$ cat config.mk
export PLATFORM = sky130hd
export DESIGN_NAME = scs_clock_select
export DESIGN_NICKNAME = d
export VERILOG_FILES = /design/src/verilog/scs_pkg.sv /design/src/verilog/scs_clock_select.sv /design/src/verilog/scs_baud_divider.sv /design/src/verilog/scs_clock_recovery.sv
export VERILOG_INCLUDE_DIRS = /design/src /design/src/verilog
export SDC_FILE = /design/constraint.sdc
export NUM_CORES = 1
export LEC_CHECK = 0
export BUFFER_PORTS_ARGS = -buffer_cell sky130_fd_sc_hd__buf_2
export CAP_MARGIN = 20
export CORE_MARGIN = 1
export CORE_UTILIZATION = 52
export CTS_CLUSTER_DIAMETER = 60
export CTS_CLUSTER_SIZE = 20
export DETAILED_ROUTE_END_ITERATION = 16
export PLACE_DENSITY_LB_ADDON = 0.08
export SYNTH_ARGS = -nofsm -noshare
export SYNTH_HDL_FRONTEND = slang
export SYNTH_SLANG_ARGS = --single-unit
$ cat constraint.sdc
create_clock -name sys_clk -period 5.35 [get_ports sys_clk]
set_input_delay 0.8025 -clock sys_clk [delete_from_list [all_inputs] [get_ports sys_clk]]
set_output_delay 0.8025 -clock sys_clk [all_outputs]
set_load 0.1 [all_outputs]
$ cat src/verilog/scs_clock_map.svh
// Notes on behaviour
// RULE1 - each channel offers fourteen clock setups from a 3-bit mode field and sub-select
// RULE2 - suffix a means sub-select 0, suffix b means 1; 6b is mode 6, sub-select 1
// RULE3 - two dividers and two recovery loops, one each per channel, one shared oscillator
// RULE4 - clocks come from pins, oscillator and divider, or recovery from receive data
// RULE5 - output enable bit, in modes allowing it, turns tx clock pin into an output
// RULE6 - recovery loop is fed by its own channel divider; ratio set by low/high registers
// RULE7 - transmit logic and receive logic each get their own domain clock
// RULE8 - channel timers always tick on the internal transmit-domain clock
// RULE9 - domain clocks are internal and may differ from the pin clocks
// RULE10 - recovered receive clock is the recovery reference divided by 16
// RULE11 - mode 6b: transmit is divider output over 16, divider fed by oscillator
// RULE12 - mode 6b: receive comes from the recovery loop fed by the divider
// RULE13 - software should power the oscillator up before choosing modes 0b, 6 or 7
// RULE14 - oscillator serves one or both channels; crystal input may take an external clock
// RULE15 - mode 1 uses bit strobes, mode 4 bit gating, mode 5 frame sync inputs
// RULE16 - driven tx clock pin shows effective transmit clock, or slot control in mode 5
// RULE17 - modes 0 to 3 pick pins, oscillator-fed divider, pin-fed divider and recovery
// RULE18 - mode 4 gated pins, 5a shared pin, 5b octet syncs, 6 and 7 oscillator-fed
// RULE19 - mode 0b drives the divider transmit clock onto the pin when enabled
`ifndef SCS_CLOCK_MAP_SVH
`define SCS_CLOCK_MAP_SVH

`define SCS_ADDR_W 12
`define SCS_ADDR_CH0_CFG 12'h000
`define SCS_ADDR_CH0_DIVLO 12'h004
`define SCS_ADDR_CH0_DIVHI 12'h008
`define SCS_ADDR_CH1_CFG 12'h010
`define SCS_ADDR_CH1_DIVLO 12'h014
`define SCS_ADDR_CH1_DIVHI 12'h018
`define SCS_ADDR_GLOBAL_MODE_REG 12'h020
`define SCS_ADDR_STATUS 12'h024

`define SCS_CFG_W 5
`define SCS_DIV_W 8
`define SCS_RATIO_W 16
`define SCS_CFG_RESET 5'h00
`define SCS_DIV_RESET 8'h00
`define SCS_GLOBAL_MODE_REG_OSC_POWERDOWN_BIT 0
`define SCS_GLOBAL_MODE_REG_RESET 1'h1
`define SCS_STATUS_W 5

`define SCS_MODE_0 3'h0
`define SCS_MODE_1 3'h1
`define SCS_MODE_2 3'h2
`define SCS_MODE_3 3'h3
`define SCS_MODE_4 3'h4
`define SCS_MODE_5 3'h5
`define SCS_MODE_6 3'h6
`define SCS_MODE_7 3'h7

`define SCS_PHASE_W 4
`define SCS_PHASE_LAST 4'hf
`define SCS_PHASE_CENTER 4'h8
`define SCS_PHASE_ZERO 4'h0

`endif

$ cat src/verilog/scs_pkg.sv
package scs_pkg;

  // channel clock configuration register layout, high bits first
  typedef struct packed {
    logic txClockOutputEnable;
    logic subSelect;
    logic [2:0] clockModeField;
  } scsChanCfg_t;

  typedef enum logic [2:0] {
    SRC_NONE,
    SRC_RX_PIN,
    SRC_TX_PIN,
    SRC_OSC,
    SRC_DIV,
    SRC_DIV16,
    SRC_PLL
  } scsClkSrc_t;

  // line-side inputs, index is the channel
  typedef struct packed {
    logic crystalIn;
    logic [1:0] rxClock;
    logic [1:0] txClock;
    logic [1:0] carrierDetect;
    logic [1:0] rxClockGate;
    logic [1:0] txClockGate;
    logic [1:0] frameSync;
    logic [1:0] octetSyncTx;
    logic [1:0] octetSyncRx;
    logic [1:0] rxData;
  } scsPins_t;

endpackage : scs_pkg

$ cat src/verilog/scs_clock_select.sv
// The register offsets and the APB register port are this design's own decisions.
`timescale 1ns/100ps
`include "scs_clock_map.svh"
module scs_clock_select import scs_pkg::*; (
  input wire logic sys_clk,
  input wire logic reset_n,
  input wire logic [`SCS_ADDR_W-1:0] paddr,
  input wire logic psel,
  input wire logic penable,
  input wire logic pwrite,
  input wire logic [31:0] pwdata,
  output logic [31:0] prdata,
  output logic pready,
  output logic pslverr,
  input wire scsPins_t linePins,
  input wire logic [1:0] txSlotActive,
  output logic [1:0] txClockPinOut,
  output logic [1:0] txClockPinOe,
  output logic crystalOutPin,
  output logic [1:0] rxDomainTick,
  output logic [1:0] txDomainTick,
  output logic [1:0] timerTick,
  output logic [1:0] rxBitEnable,
  output logic [1:0] txBitEnable,
  output logic [1:0] rxFrameSync,
  output logic [1:0] txFrameSync,
  output logic [1:0] carrierDetected
);

  logic [1:0] rstPipeQ;
  logic rstN;
  scsPins_t pinMetaQ;
  scsPins_t pinSyncQ;
  scsPins_t pinLastQ;
  scsChanCfg_t cfgQ [2];
  logic [`SCS_DIV_W-1:0] divLowQ [2];
  logic [`SCS_DIV_W-1:0] divHighQ [2];
  logic oscPowerdownQ;
  logic oscRunning;
  logic oscTick;
  logic [1:0] rxPinRise;
  logic [1:0] txPinRise;
  logic apbSetup;
  logic apbWrite;
  logic addrHit;
  logic [31:0] readMux;

  always_ff @(posedge sys_clk or negedge reset_n) begin
    if (!reset_n) begin
      rstPipeQ <= 2'h0;
    end else begin
      rstPipeQ <= {rstPipeQ[0], 1'b1};
    end
  end
  assign rstN = rstPipeQ[1];

  // pins are asynchronous; the third stage only serves edge detection
  always_ff @(posedge sys_clk or negedge rstN) begin
    if (!rstN) begin
      pinMetaQ <= '0;
      pinSyncQ <= '0;
      pinLastQ <= '0;
    end else begin
      pinMetaQ <= linePins;
      pinSyncQ <= pinMetaQ;
      pinLastQ <= pinSyncQ;
    end
  end

  assign rxPinRise = pinSyncQ.rxClock & ~pinLastQ.rxClock;
  assign txPinRise = pinSyncQ.txClock & ~pinLastQ.txClock;

  // crystal input accepts a crystal or an external clock; one tick feeds both channels
  assign oscRunning = ~oscPowerdownQ;
  assign oscTick = oscRunning & pinSyncQ.crystalIn & ~pinLastQ.crystalIn; // RULE14

  always_ff @(posedge sys_clk or negedge rstN) begin
    if (!rstN) begin
      crystalOutPin <= 1'b0;
    end else begin
      crystalOutPin <= oscRunning & ~pinSyncQ.crystalIn;
    end
  end

  // apb: zero wait states, answer prepared in the setup cycle
  assign apbSetup = psel & ~penable;
  assign apbWrite = psel & penable & pready & pwrite & addrHit;

  always_comb begin
    addrHit = 1'b1;
    readMux = 32'h0;
    unique case (paddr)
      `SCS_ADDR_CH0_CFG: readMux[`SCS_CFG_W-1:0] = cfgQ[0];
      `SCS_ADDR_CH0_DIVLO: readMux[`SCS_DIV_W-1:0] = divLowQ[0];
      `SCS_ADDR_CH0_DIVHI: readMux[`SCS_DIV_W-1:0] = divHighQ[0];
      `SCS_ADDR_CH1_CFG: readMux[`SCS_CFG_W-1:0] = cfgQ[1];
      `SCS_ADDR_CH1_DIVLO: readMux[`SCS_DIV_W-1:0] = divLowQ[1];
      `SCS_ADDR_CH1_DIVHI: readMux[`SCS_DIV_W-1:0] = divHighQ[1];
      `SCS_ADDR_GLOBAL_MODE_REG: readMux[`SCS_GLOBAL_MODE_REG_OSC_POWERDOWN_BIT] = oscPowerdownQ;
      `SCS_ADDR_STATUS: readMux[`SCS_STATUS_W-1:0] = {oscRunning, txClockPinOe[1], carrierDetected[1],
                                                      txClockPinOe[0], carrierDetected[0]};
      default: addrHit = 1'b0;
    endcase
  end

  always_ff @(posedge sys_clk or negedge rstN) begin
    if (!rstN) begin
      pready <= 1'b0;
      pslverr <= 1'b0;
      prdata <= 32'h0;
    end else if (apbSetup) begin
      pready <= 1'b1;
      pslverr <= ~addrHit;
      prdata <= pwrite ? 32'h0 : readMux;
    end else begin
      pready <= 1'b0;
      pslverr <= 1'b0;
      prdata <= 32'h0;
    end
  end

  // oscillator powerdown set out of reset; software clears it before oscillator modes
  always_ff @(posedge sys_clk or negedge rstN) begin
    if (!rstN) begin
      oscPowerdownQ <= `SCS_GLOBAL_MODE_REG_RESET;
    end else if (apbWrite && paddr == `SCS_ADDR_GLOBAL_MODE_REG) begin
      oscPowerdownQ <= pwdata[`SCS_GLOBAL_MODE_REG_OSC_POWERDOWN_BIT]; // RULE13
    end
  end

  always_ff @(posedge sys_clk or negedge rstN) begin
    if (!rstN) begin
      cfgQ[0] <= `SCS_CFG_RESET;
      cfgQ[1] <= `SCS_CFG_RESET;
    end else if (apbWrite && paddr == `SCS_ADDR_CH0_CFG) begin
      cfgQ[0] <= pwdata[`SCS_CFG_W-1:0]; // RULE1
    end else if (apbWrite && paddr == `SCS_ADDR_CH1_CFG) begin
      cfgQ[1] <= pwdata[`SCS_CFG_W-1:0]; // RULE1
    end
  end

  always_ff @(posedge sys_clk or negedge rstN) begin
    if (!rstN) begin
      divLowQ[0] <= `SCS_DIV_RESET;
      divLowQ[1] <= `SCS_DIV_RESET;
      divHighQ[0] <= `SCS_DIV_RESET;
      divHighQ[1] <= `SCS_DIV_RESET;
    end else if (apbWrite) begin
      if (paddr == `SCS_ADDR_CH0_DIVLO) divLowQ[0] <= pwdata[`SCS_DIV_W-1:0];
      if (paddr == `SCS_ADDR_CH1_DIVLO) divLowQ[1] <= pwdata[`SCS_DIV_W-1:0];
      if (paddr == `SCS_ADDR_CH0_DIVHI) divHighQ[0] <= pwdata[`SCS_DIV_W-1:0];
      if (paddr == `SCS_ADDR_CH1_DIVHI) divHighQ[1] <= pwdata[`SCS_DIV_W-1:0];
    end
  end

  function automatic logic pickTick(input scsClkSrc_t sel, input logic rxPin, input logic txPin,
                                    input logic divT, input logic div16T, input logic pllT);
    logic t;
    t = 1'b0;
    unique case (sel)
      SRC_RX_PIN: t = rxPin;
      SRC_TX_PIN: t = txPin;
      SRC_DIV: t = divT;
      SRC_DIV16: t = div16T;
      SRC_PLL: t = pllT;
      SRC_NONE, SRC_OSC: t = 1'b0;
    endcase
    return t;
  endfunction : pickTick

  genvar ch;
  generate
    for (ch = 0; ch < 2; ch++) begin : g_chan
      scsClkSrc_t rxSel;
      scsClkSrc_t txSel;
      scsClkSrc_t divSel;
      logic outAllowed;
      logic usesCarrier;
      logic divIn;
      logic divTick;
      logic pllTick;
      logic div16Tick;
      logic rxNext;
      logic txNext;
      logic [`SCS_PHASE_W-1:0] preQ;
      scsChanCfg_t cfg;

      assign cfg = cfgQ[ch];

      // mode field plus sub-select: a rows are sub-select 0, b rows 1
      always_comb begin
        rxSel = SRC_RX_PIN;
        txSel = SRC_TX_PIN;
        divSel = SRC_NONE;
        outAllowed = 1'b0;
        usesCarrier = 1'b1;
        unique case (cfg.clockModeField) // RULE2
          `SCS_MODE_0: begin
            if (cfg.subSelect) begin
              divSel = SRC_OSC; // RULE17
              txSel = SRC_DIV;
              outAllowed = 1'b1; // RULE19
            end
          end
          `SCS_MODE_1: begin
            txSel = SRC_RX_PIN; // RULE17
            usesCarrier = 1'b0;
          end
          `SCS_MODE_2, `SCS_MODE_6: begin
            divSel = (cfg.clockModeField == `SCS_MODE_6) ? SRC_OSC : SRC_RX_PIN; // RULE18
            rxSel = SRC_PLL; // RULE12
            if (cfg.subSelect) begin
              txSel = SRC_DIV16; // RULE11
              outAllowed = 1'b1;
            end
          end
          `SCS_MODE_3, `SCS_MODE_7: begin
            divSel = (cfg.clockModeField == `SCS_MODE_7) ? SRC_OSC : SRC_RX_PIN; // RULE17
            outAllowed = 1'b1;
            rxSel = cfg.subSelect ? SRC_DIV : SRC_PLL;
            txSel = cfg.subSelect ? SRC_DIV : SRC_PLL;
          end
          `SCS_MODE_4: begin
            usesCarrier = 1'b0; // RULE18
          end
          `SCS_MODE_5: begin
            usesCarrier = 1'b0;
            if (!cfg.subSelect) begin
              txSel = SRC_RX_PIN; // RULE18
              outAllowed = 1'b1;
            end
          end
        endcase
      end

      assign divIn = (divSel == SRC_OSC) ? oscTick : (divSel == SRC_RX_PIN) ? rxPinRise[ch] : 1'b0; // RULE4

      scs_baud_divider u_div ( // RULE3
        .clk(sys_clk),
        .rstN(rstN),
        .srcTick(divIn),
        .ratio({divHighQ[ch], divLowQ[ch]}), // RULE6
        .outTick(divTick)
      );

      // recovery reference is always this channel's own divider
      scs_clock_recovery u_pll ( // RULE3
        .clk(sys_clk),
        .rstN(rstN),
        .enable(rxSel == SRC_PLL || txSel == SRC_PLL),
        .refTick(divTick), // RULE6
        .rxData(pinSyncQ.rxData[ch]),
        .recTick(pllTick)
      );

      always_ff @(posedge sys_clk or negedge rstN) begin
        if (!rstN) begin
          preQ <= `SCS_PHASE_ZERO;
        end else if (divTick) begin
          preQ <= preQ + 1'b1;
        end
      end
      assign div16Tick = divTick & (preQ == `SCS_PHASE_LAST); // RULE11

      assign rxNext = pickTick(rxSel, rxPinRise[ch], txPinRise[ch], divTick, div16Tick, pllTick);
      assign txNext = pickTick(txSel, rxPinRise[ch], txPinRise[ch], divTick, div16Tick, pllTick);

      // domain ticks are internal and need not match pin edges
      always_ff @(posedge sys_clk or negedge rstN) begin
        if (!rstN) begin
          rxDomainTick[ch] <= 1'b0;
          txDomainTick[ch] <= 1'b0;
          timerTick[ch] <= 1'b0;
        end else begin
          rxDomainTick[ch] <= rxNext; // RULE7 RULE9
          txDomainTick[ch] <= txNext; // RULE7 RULE9
          timerTick[ch] <= txNext; // RULE8
        end
      end

      // strobes in mode 1, gating in mode 4 (gate high holds the bit), syncs in mode 5
      always_ff @(posedge sys_clk or negedge rstN) begin
        if (!rstN) begin
          rxBitEnable[ch] <= 1'b0;
          txBitEnable[ch] <= 1'b0;
          rxFrameSync[ch] <= 1'b0;
          txFrameSync[ch] <= 1'b0;
          carrierDetected[ch] <= 1'b0;
        end else begin
          rxBitEnable[ch] <= (cfg.clockModeField == `SCS_MODE_1) ? pinSyncQ.carrierDetect[ch] :
                             (cfg.clockModeField == `SCS_MODE_4) ? ~pinSyncQ.rxClockGate[ch] : 1'b1; // RULE15
          txBitEnable[ch] <= (cfg.clockModeField == `SCS_MODE_1) ? pinSyncQ.txClock[ch] :
                             (cfg.clockModeField == `SCS_MODE_4) ? ~pinSyncQ.txClockGate[ch] : 1'b1; // RULE15
          if (cfg.clockModeField == `SCS_MODE_5) begin
            rxFrameSync[ch] <= cfg.subSelect ? pinSyncQ.octetSyncRx[ch] : pinSyncQ.frameSync[ch]; // RULE15
            txFrameSync[ch] <= cfg.subSelect ? pinSyncQ.octetSyncTx[ch] : pinSyncQ.frameSync[ch]; // RULE15
          end else begin
            rxFrameSync[ch] <= 1'b0;
            txFrameSync[ch] <= 1'b0;
          end
          carrierDetected[ch] <= usesCarrier & pinSyncQ.carrierDetect[ch];
        end
      end

      // pin idles high while driven so slot control reads low only in the window
      always_ff @(posedge sys_clk or negedge rstN) begin
        if (!rstN) begin
          txClockPinOe[ch] <= 1'b0;
          txClockPinOut[ch] <= 1'b0;
        end else begin
          txClockPinOe[ch] <= outAllowed & cfg.txClockOutputEnable; // RULE5
          if (cfg.clockModeField == `SCS_MODE_5) begin
            txClockPinOut[ch] <= ~txSlotActive[ch]; // RULE16
          end else begin
            txClockPinOut[ch] <= txNext; // RULE16 RULE19
          end
        end
      end
    end
  endgenerate

endmodule : scs_clock_select

$ cat src/verilog/scs_baud_divider.sv
`timescale 1ns/100ps
`include "scs_clock_map.svh"
module scs_baud_divider import scs_pkg::*; (
  input wire logic clk,
  input wire logic rstN,
  input wire logic srcTick,
  input wire logic [`SCS_RATIO_W-1:0] ratio,
  output logic outTick
);

  logic [`SCS_RATIO_W-1:0] countQ;

  // divides source ticks by ratio+1; ratio 0 passes every tick
  always_ff @(posedge clk or negedge rstN) begin
    if (!rstN) begin
      countQ <= '0;
      outTick <= 1'b0;
    end else if (srcTick) begin
      if (countQ >= ratio) begin
        countQ <= '0;
        outTick <= 1'b1;
      end else begin
        countQ <= countQ + 1'b1;
        outTick <= 1'b0;
      end
    end else begin
      outTick <= 1'b0;
    end
  end

endmodule : scs_baud_divider

$ cat src/verilog/scs_clock_recovery.sv
`timescale 1ns/100ps
`include "scs_clock_map.svh"
module scs_clock_recovery import scs_pkg::*; (
  input wire logic clk,
  input wire logic rstN,
  input wire logic enable,
  input wire logic refTick,
  input wire logic rxData,
  output logic recTick
);

  logic [`SCS_PHASE_W-1:0] phaseQ;
  logic lastDataQ;

  // one recovered tick per sixteen reference ticks; data edges re-center phase
  always_ff @(posedge clk or negedge rstN) begin
    if (!rstN) begin
      phaseQ <= `SCS_PHASE_ZERO;
      lastDataQ <= 1'b0;
      recTick <= 1'b0;
    end else if (!enable) begin
      phaseQ <= `SCS_PHASE_ZERO;
      lastDataQ <= rxData;
      recTick <= 1'b0;
    end else if (refTick) begin
      lastDataQ <= rxData;
      recTick <= (phaseQ == `SCS_PHASE_LAST); // RULE10
      if (rxData != lastDataQ) begin
        // edge lands mid-count so sampling sits in the bit centre
        phaseQ <= `SCS_PHASE_CENTER;
      end else begin
        phaseQ <= phaseQ + 1'b1;
      end
    end else begin
      recTick <= 1'b0;
    end
  end

endmodule : scs_clock_recovery

# Word-level counts from Yosys, hierarchy flattened
# Cells that the tools add are included.
[word_totals]
elab_cells = 276
ff_bits = 195
rom_bits = 0
latchBits = 0
mem_count = 0
input_bits = 70
mem_bits_rw = 0
output_inout_bits = 55
[classes]
reduce_logical = 30
n_eq_ne = 57
bitwise = 30
addsub = 6
div = 0
muxes = 82
order_cmp = 2
multipliers = 0
n_shift = 0
[ops]
columns = ["cell", "n"]
rows = [
  ["$eq A3 B3 Y1 const B", 20],
  ["$mux W1", 43],
  ["$eq A3 B2 Y1 const B", 14],
  ["$eq A12 B5 Y1 const B", 3],
  ["$add A16 B1 Y16 const B", 2],
  ["$ge A16 B16 Y1", 2],
  ["$mux W16", 2],
  ["$pmux W3 S5", 2],
  ["$pmux W4 S7", 1],
  ["$eq A12 B6 Y1 const B", 2],
  ["$eq A3 B1 Y1 const B", 8],
  ["$mux W4", 6],
  ["$pmux W1 S6", 4],
  ["$mux W2", 10],
  ["$logic_not A3 Y1", 6],
  ["$add A4 B1 Y4 const B", 4],
  ["$eq A4 B4 Y1 const B", 4],
  ["$mux W8", 2],
  ["$reduce_or A2 Y1", 8],
  ["$and A1 B1 Y1", 14],
  ["$eq A12 B3 Y1 const B", 1],
  ["$eq A12 B4 Y1 const B", 1],
  ["$logic_not A12 Y1", 1],
  ["$mux W3", 4],
  ["15 further kinds", 43],
]

# Longest topological paths before layout
[logic_depth]
ltp_word = 7
depth_mapped = 9

# By module
# From an unflattened synthesis, not the netlist that was laid out.
[hier_totals]
hier_cells = 772
area_unflattened_um2 = 8647.0
[modules_own_cells]
columns = ["module", "seq_area_each_um2", "n_inst", "cells_per_inst", "area_per_inst_um2"]
rows = [
  ["scs_clock_select", 3129.3, 1, 428, 5341.4],
  ["scs_baud_divider", 425.4, 2, 141, 1317.5],
  ["scs_clock_recovery", 150.1, 2, 31, 335.3],
]

# Worst setup path after synthesis
# No wires, ideal clock.
[synth_path]
path_kind = "input to register"
startpoint = "input paddr[1]"
endpoint = "register cfgQ[0] in the netlist's numbering"
setup_ns = 0.125
arrival_time_ns = 2.290
n_path_buf = 1
path_slack_ns = 2.935
stages = 6
cell_sequence = "nor4_1 -> nand2_1 -> or3_1 -> or3_1 -> buf_6 -> mux2_4"
[synth_via]
elab_chain_len = 7
[synth_lines]
columns = ["element", "line_no", "rtl"]
rows = [
  ["start: declaration", "scs_clock_select.sv:7", "input wire logic [`SCS_ADDR_W-1:0] paddr,"],
  ["$eq A12 B6 Y1 (tied with other cells)", "scs_clock_select.sv:92", "unique case (paddr)"],
  ["$reduce_or A8 Y1 (no source line)", "-", ""],
  ["$mux W1", "scs_clock_select.sv:92", ""],
  ["$and A1 B1 Y1", "scs_clock_select.sv:87", "assign apbWrite = psel & penable & pready & pwrite & addrHit;"],
  ["$logic_and A1 B1 Y1 (no source line)", "-", ""],
  ["$not A1 Y1 (no source line)", "-", ""],
  ["$reduce_and A2 Y1 (no source line) (*)", "-", ""],
  ["end: declaration", "scs_clock_select.sv:35", "scsChanCfg_t cfgQ [2];"],
]
# Every way passes the cells marked *; elsewhere a longest branch is shown, timed or not.
# A chain may end at the register's enable or synchronous reset.

# Final worst setup path
[layout_path]
startpoint = "input paddr[1]"
endpoint = "register divLowQ[0] in the netlist's numbering"
[layout_via]
elab_chain_len = 5
[layout_lines]
columns = ["element", "line_no", "rtl"]
rows = [
  ["$eq A12 B6 Y1 (tied with other cells)", "scs_clock_select.sv:92", ""],
  ["$reduce_or A8 Y1 (no source line)", "-", ""],
  ["$mux W1", "scs_clock_select.sv:92", ""],
  ["$and A1 B1 Y1", "scs_clock_select.sv:87", ""],
  ["$reduce_and A2 Y1 (no source line) (*)", "-", ""],
  ["end: declaration", "scs_clock_select.sv:36", "logic [`SCS_DIV_W-1:0] divLowQ [2];"],
]
# Marked as above.

==> impl_metrics.yaml <==
final_layout:
  layout_commonest_cell: "dfrtp_1"
  nNetsFinal: 950
  fill_cells: 1295
  multi_input_area_sq_um: 3450
  layout-drive-gt1-share: 0.185
  diodes: 0
  syn_to_final_growth_pct: 12.5
  final_cell_mix: "dfrtp_1 (169), nand2_1 (82), buf_2 (76)"
  seqCellArea_sq_um: 4280
  final_area_sq_um: 9150
placement:
  gp_congestion: 0.883
  portBuffers: 76
  hpwl_microns: 12100
  placed_cell_area_sq_um: 8560
floorplanning:
  rows: 45
  io_pins: 125
  start_util: 0.535
  coreArea_sq_um: 15200
  die_area_sq_um: 16100
  die_w_microns: 127
  die_h_microns: 127
timing:
  fin_crit_ps: 2780
  setup_viol: 0
  final-hold-violation-count: 0
  maxSlewViolCount: 0
  max_freq_mhz: 360
  max_slew_margin: 0.433
  worst_pin_slew_ps: 847
  finalCritPeriodShare: 0.519
  skew_ps: 8.52
  fin_setup_tns_ps: 0
  rsz0062_at_grt: "false"
yosys:
  synth-edff-count: 0
  synthCells: 774
  synth.distinct_cells: 56
  synth_area_sq_um: 8130
  synthTopCellsByArea: "dfrtp_1 (52%), ha_1 (5.8%), mux2_2 (4.7%)"
  yosysSeqAreaShare: 0.527
  synth-seq-cells: 171
  async_reset_ff_frac: 1.00
  avgSynthCellArea_sq_um: 10.5
  yosysTopAreaCell: "dfrtp_1"
  synth_top_area_share: 0.523
  synth_ff_type: "dfrtp_1"
  yosys_warnings: 0
clocking:
  cts_buffers: 17
  cts_tree: "built"
  cts.sinks: 171
  cts_hold_buffers: 0
  clk_pin_slew_ps: 70
  cts_root_buf: "clkbuf_16"
  post_cts_resize_count: 0
  cts_buffer_depth: 2
  cts_max_level: 4
  clkLatencyLatePin_ps: 430
  post_cts_buffers: 0
hold_path:
  hold_class: "in -> async"
drt:
  routed_wl_microns: 16800
  drc: 0
  dr.max_layer_used: "met5"
  drt-initial-drc-count: 310
  met2WireLength_microns: 8390
  drt-pass1-iter-count: 5
  dr_wl_met3_microns: 629
  vias: 5796
  wl_per_cell_microns: 16.1
  wl_met1_microns: 7370
  ant_nets: 0
  vias_per_cell: 5.56
global_route:
  grt_pass1_vias: 5759
  antenna_found_initial: 1
  track_usage: 0.227
  gr-total-overflow: 0
  grt_pass1_wl_microns: 28500
  grt_max_degree: 129
run:
  drv_cap: 0
worst_setup_path:
  cpPeakStageDelay_ps: 660
  cp-start-kind: "input pin"
  worst_r2r_path_depth: 9
  critical_path_class: "in -> reg"
  critPathRequiredTime_ps: 5660
  path_max_fanout: 15
  path_cells: "buf_2, nor4_1, nand2_1, or3_1, nor2_1, mux2_2"
  worstPathArrival_ps: 3090
  worstSetupEndpointType: "register"
  cpMaxStageDelayCell: "nor2_1"
power_and_ir_drop:
  ir_drop_v: 0.000233
  p_leak_nw: 4.33
  total_power_w: 0.00274
  power.density_nw_per_um2: 300
run_status:
  status: "finished, final reports clean"
-- where the power goes --
group          leakage [nW]  switching (W)  internal, W  total [W]
clock                 0.292       0.000546     0.000675    0.00122
combinational          1.89       0.000161    0.0000283   0.000190
sequential             2.15      0.0000146      0.00131    0.00133
total                  4.33       0.000722      0.00202    0.00274
-- final cells by class --
class,instances,area share
multi-input cells,526,0.377
flip-flops and latches,171,0.468
repair buffers,79,0.0454
inverters,47,0.0193
clock buffers,18,0.0480
clock inverters,14,0.0167
well taps,188,0.0257
-- flip-flops by register name, summed over array words and instances (netlist names), 5 cells and up --
| register | count |
|---|---|
| divHighQ | 16 |
| g_chan.u_pll.phaseQ | 8 |
| prdata | 8 |
| divLowQ | 16 |
| g_chan.u_div.countQ | 32 |
| pinMetaQ | 19 |
| cfgQ | 10 |
| pinSyncQ | 19 |
| g_chan.preQ | 8 |
| pinLastQ | 5 |
-- critical path: cells and delay by family --
| kind | cells | cell delay (ps) |
|---|---|---|
| AND/OR/NAND/NOR | 4 | 1770 |
| buffers and inverters | 1 | 100 |
| multiplexers | 1 | 410 |
-- cells in the mapped netlist (9+ instances only) --
master and number:
a22o_1 11, nor2b_1 11, nand3_1 35, clkbuf_1 17, nand2_1 82, o21ai_0 37, dfrtp_1 170, nand2b_1 17
buf_4 26, ha_1 38, nand4_1 9, xnor2_1 17, mux2_2 34, nor3_1 15, nor2_1 56, a21oi_1 30
a21o_1 10, inv_1 47
-- through the flow --
stage	setup slack (ps)	hold slack, ps	utilization	instances
final	2570	145	0.602	1043
after global routing	2300	125	0.602	1043
after CTS	2600	134	0.602	1043
after detailed placement	2160	336	0.563	1011
after global placement	2280	333	0.562	1010
after floorplan	234	331	-	797
-- final timing paths --
path / startpoint / endpoint / slack [ps]
worst min-delay path: reset_n / rstPipeQ[0] / 150
max in group asynchronous: rstPipeQ[1] / divHighQ[9] / 3960
worst max-delay path: paddr[1] / divLowQ[0] / 2570
worst min register to register: rstPipeQ[1] / g_chan[1].u_div.countQ[1] / 320
worst max register to register: divLowQ[9] / g_chan[0].u_div.countQ[13] / 2830
min in group sys_clk: pinMetaQ[1] / pinSyncQ[1] / 350
-- per-layer routing --
layer  track usage  vias up
met5             0        -
met4        0.0728        2
met3        0.0519       30
met2         0.382      129
met1         0.293     2842
li1              -     2793
-- cells by family after synthesis --
| kind of cell | share of synthesized area |
|---|---|
| and+or+nand+nor | 0.155 |
| DFF | 0.527 |
| AOI/OAI and AO/OA | 0.109 |
| buffers and inverters | 0.0602 |
| muxes | 0.0693 |
| adders and majority gates | 0.0585 |
| xor gates and xnor gates | 0.0205 |
| other | 0.000924 |
No activity file was read; power rests on OpenSTA's default activity.
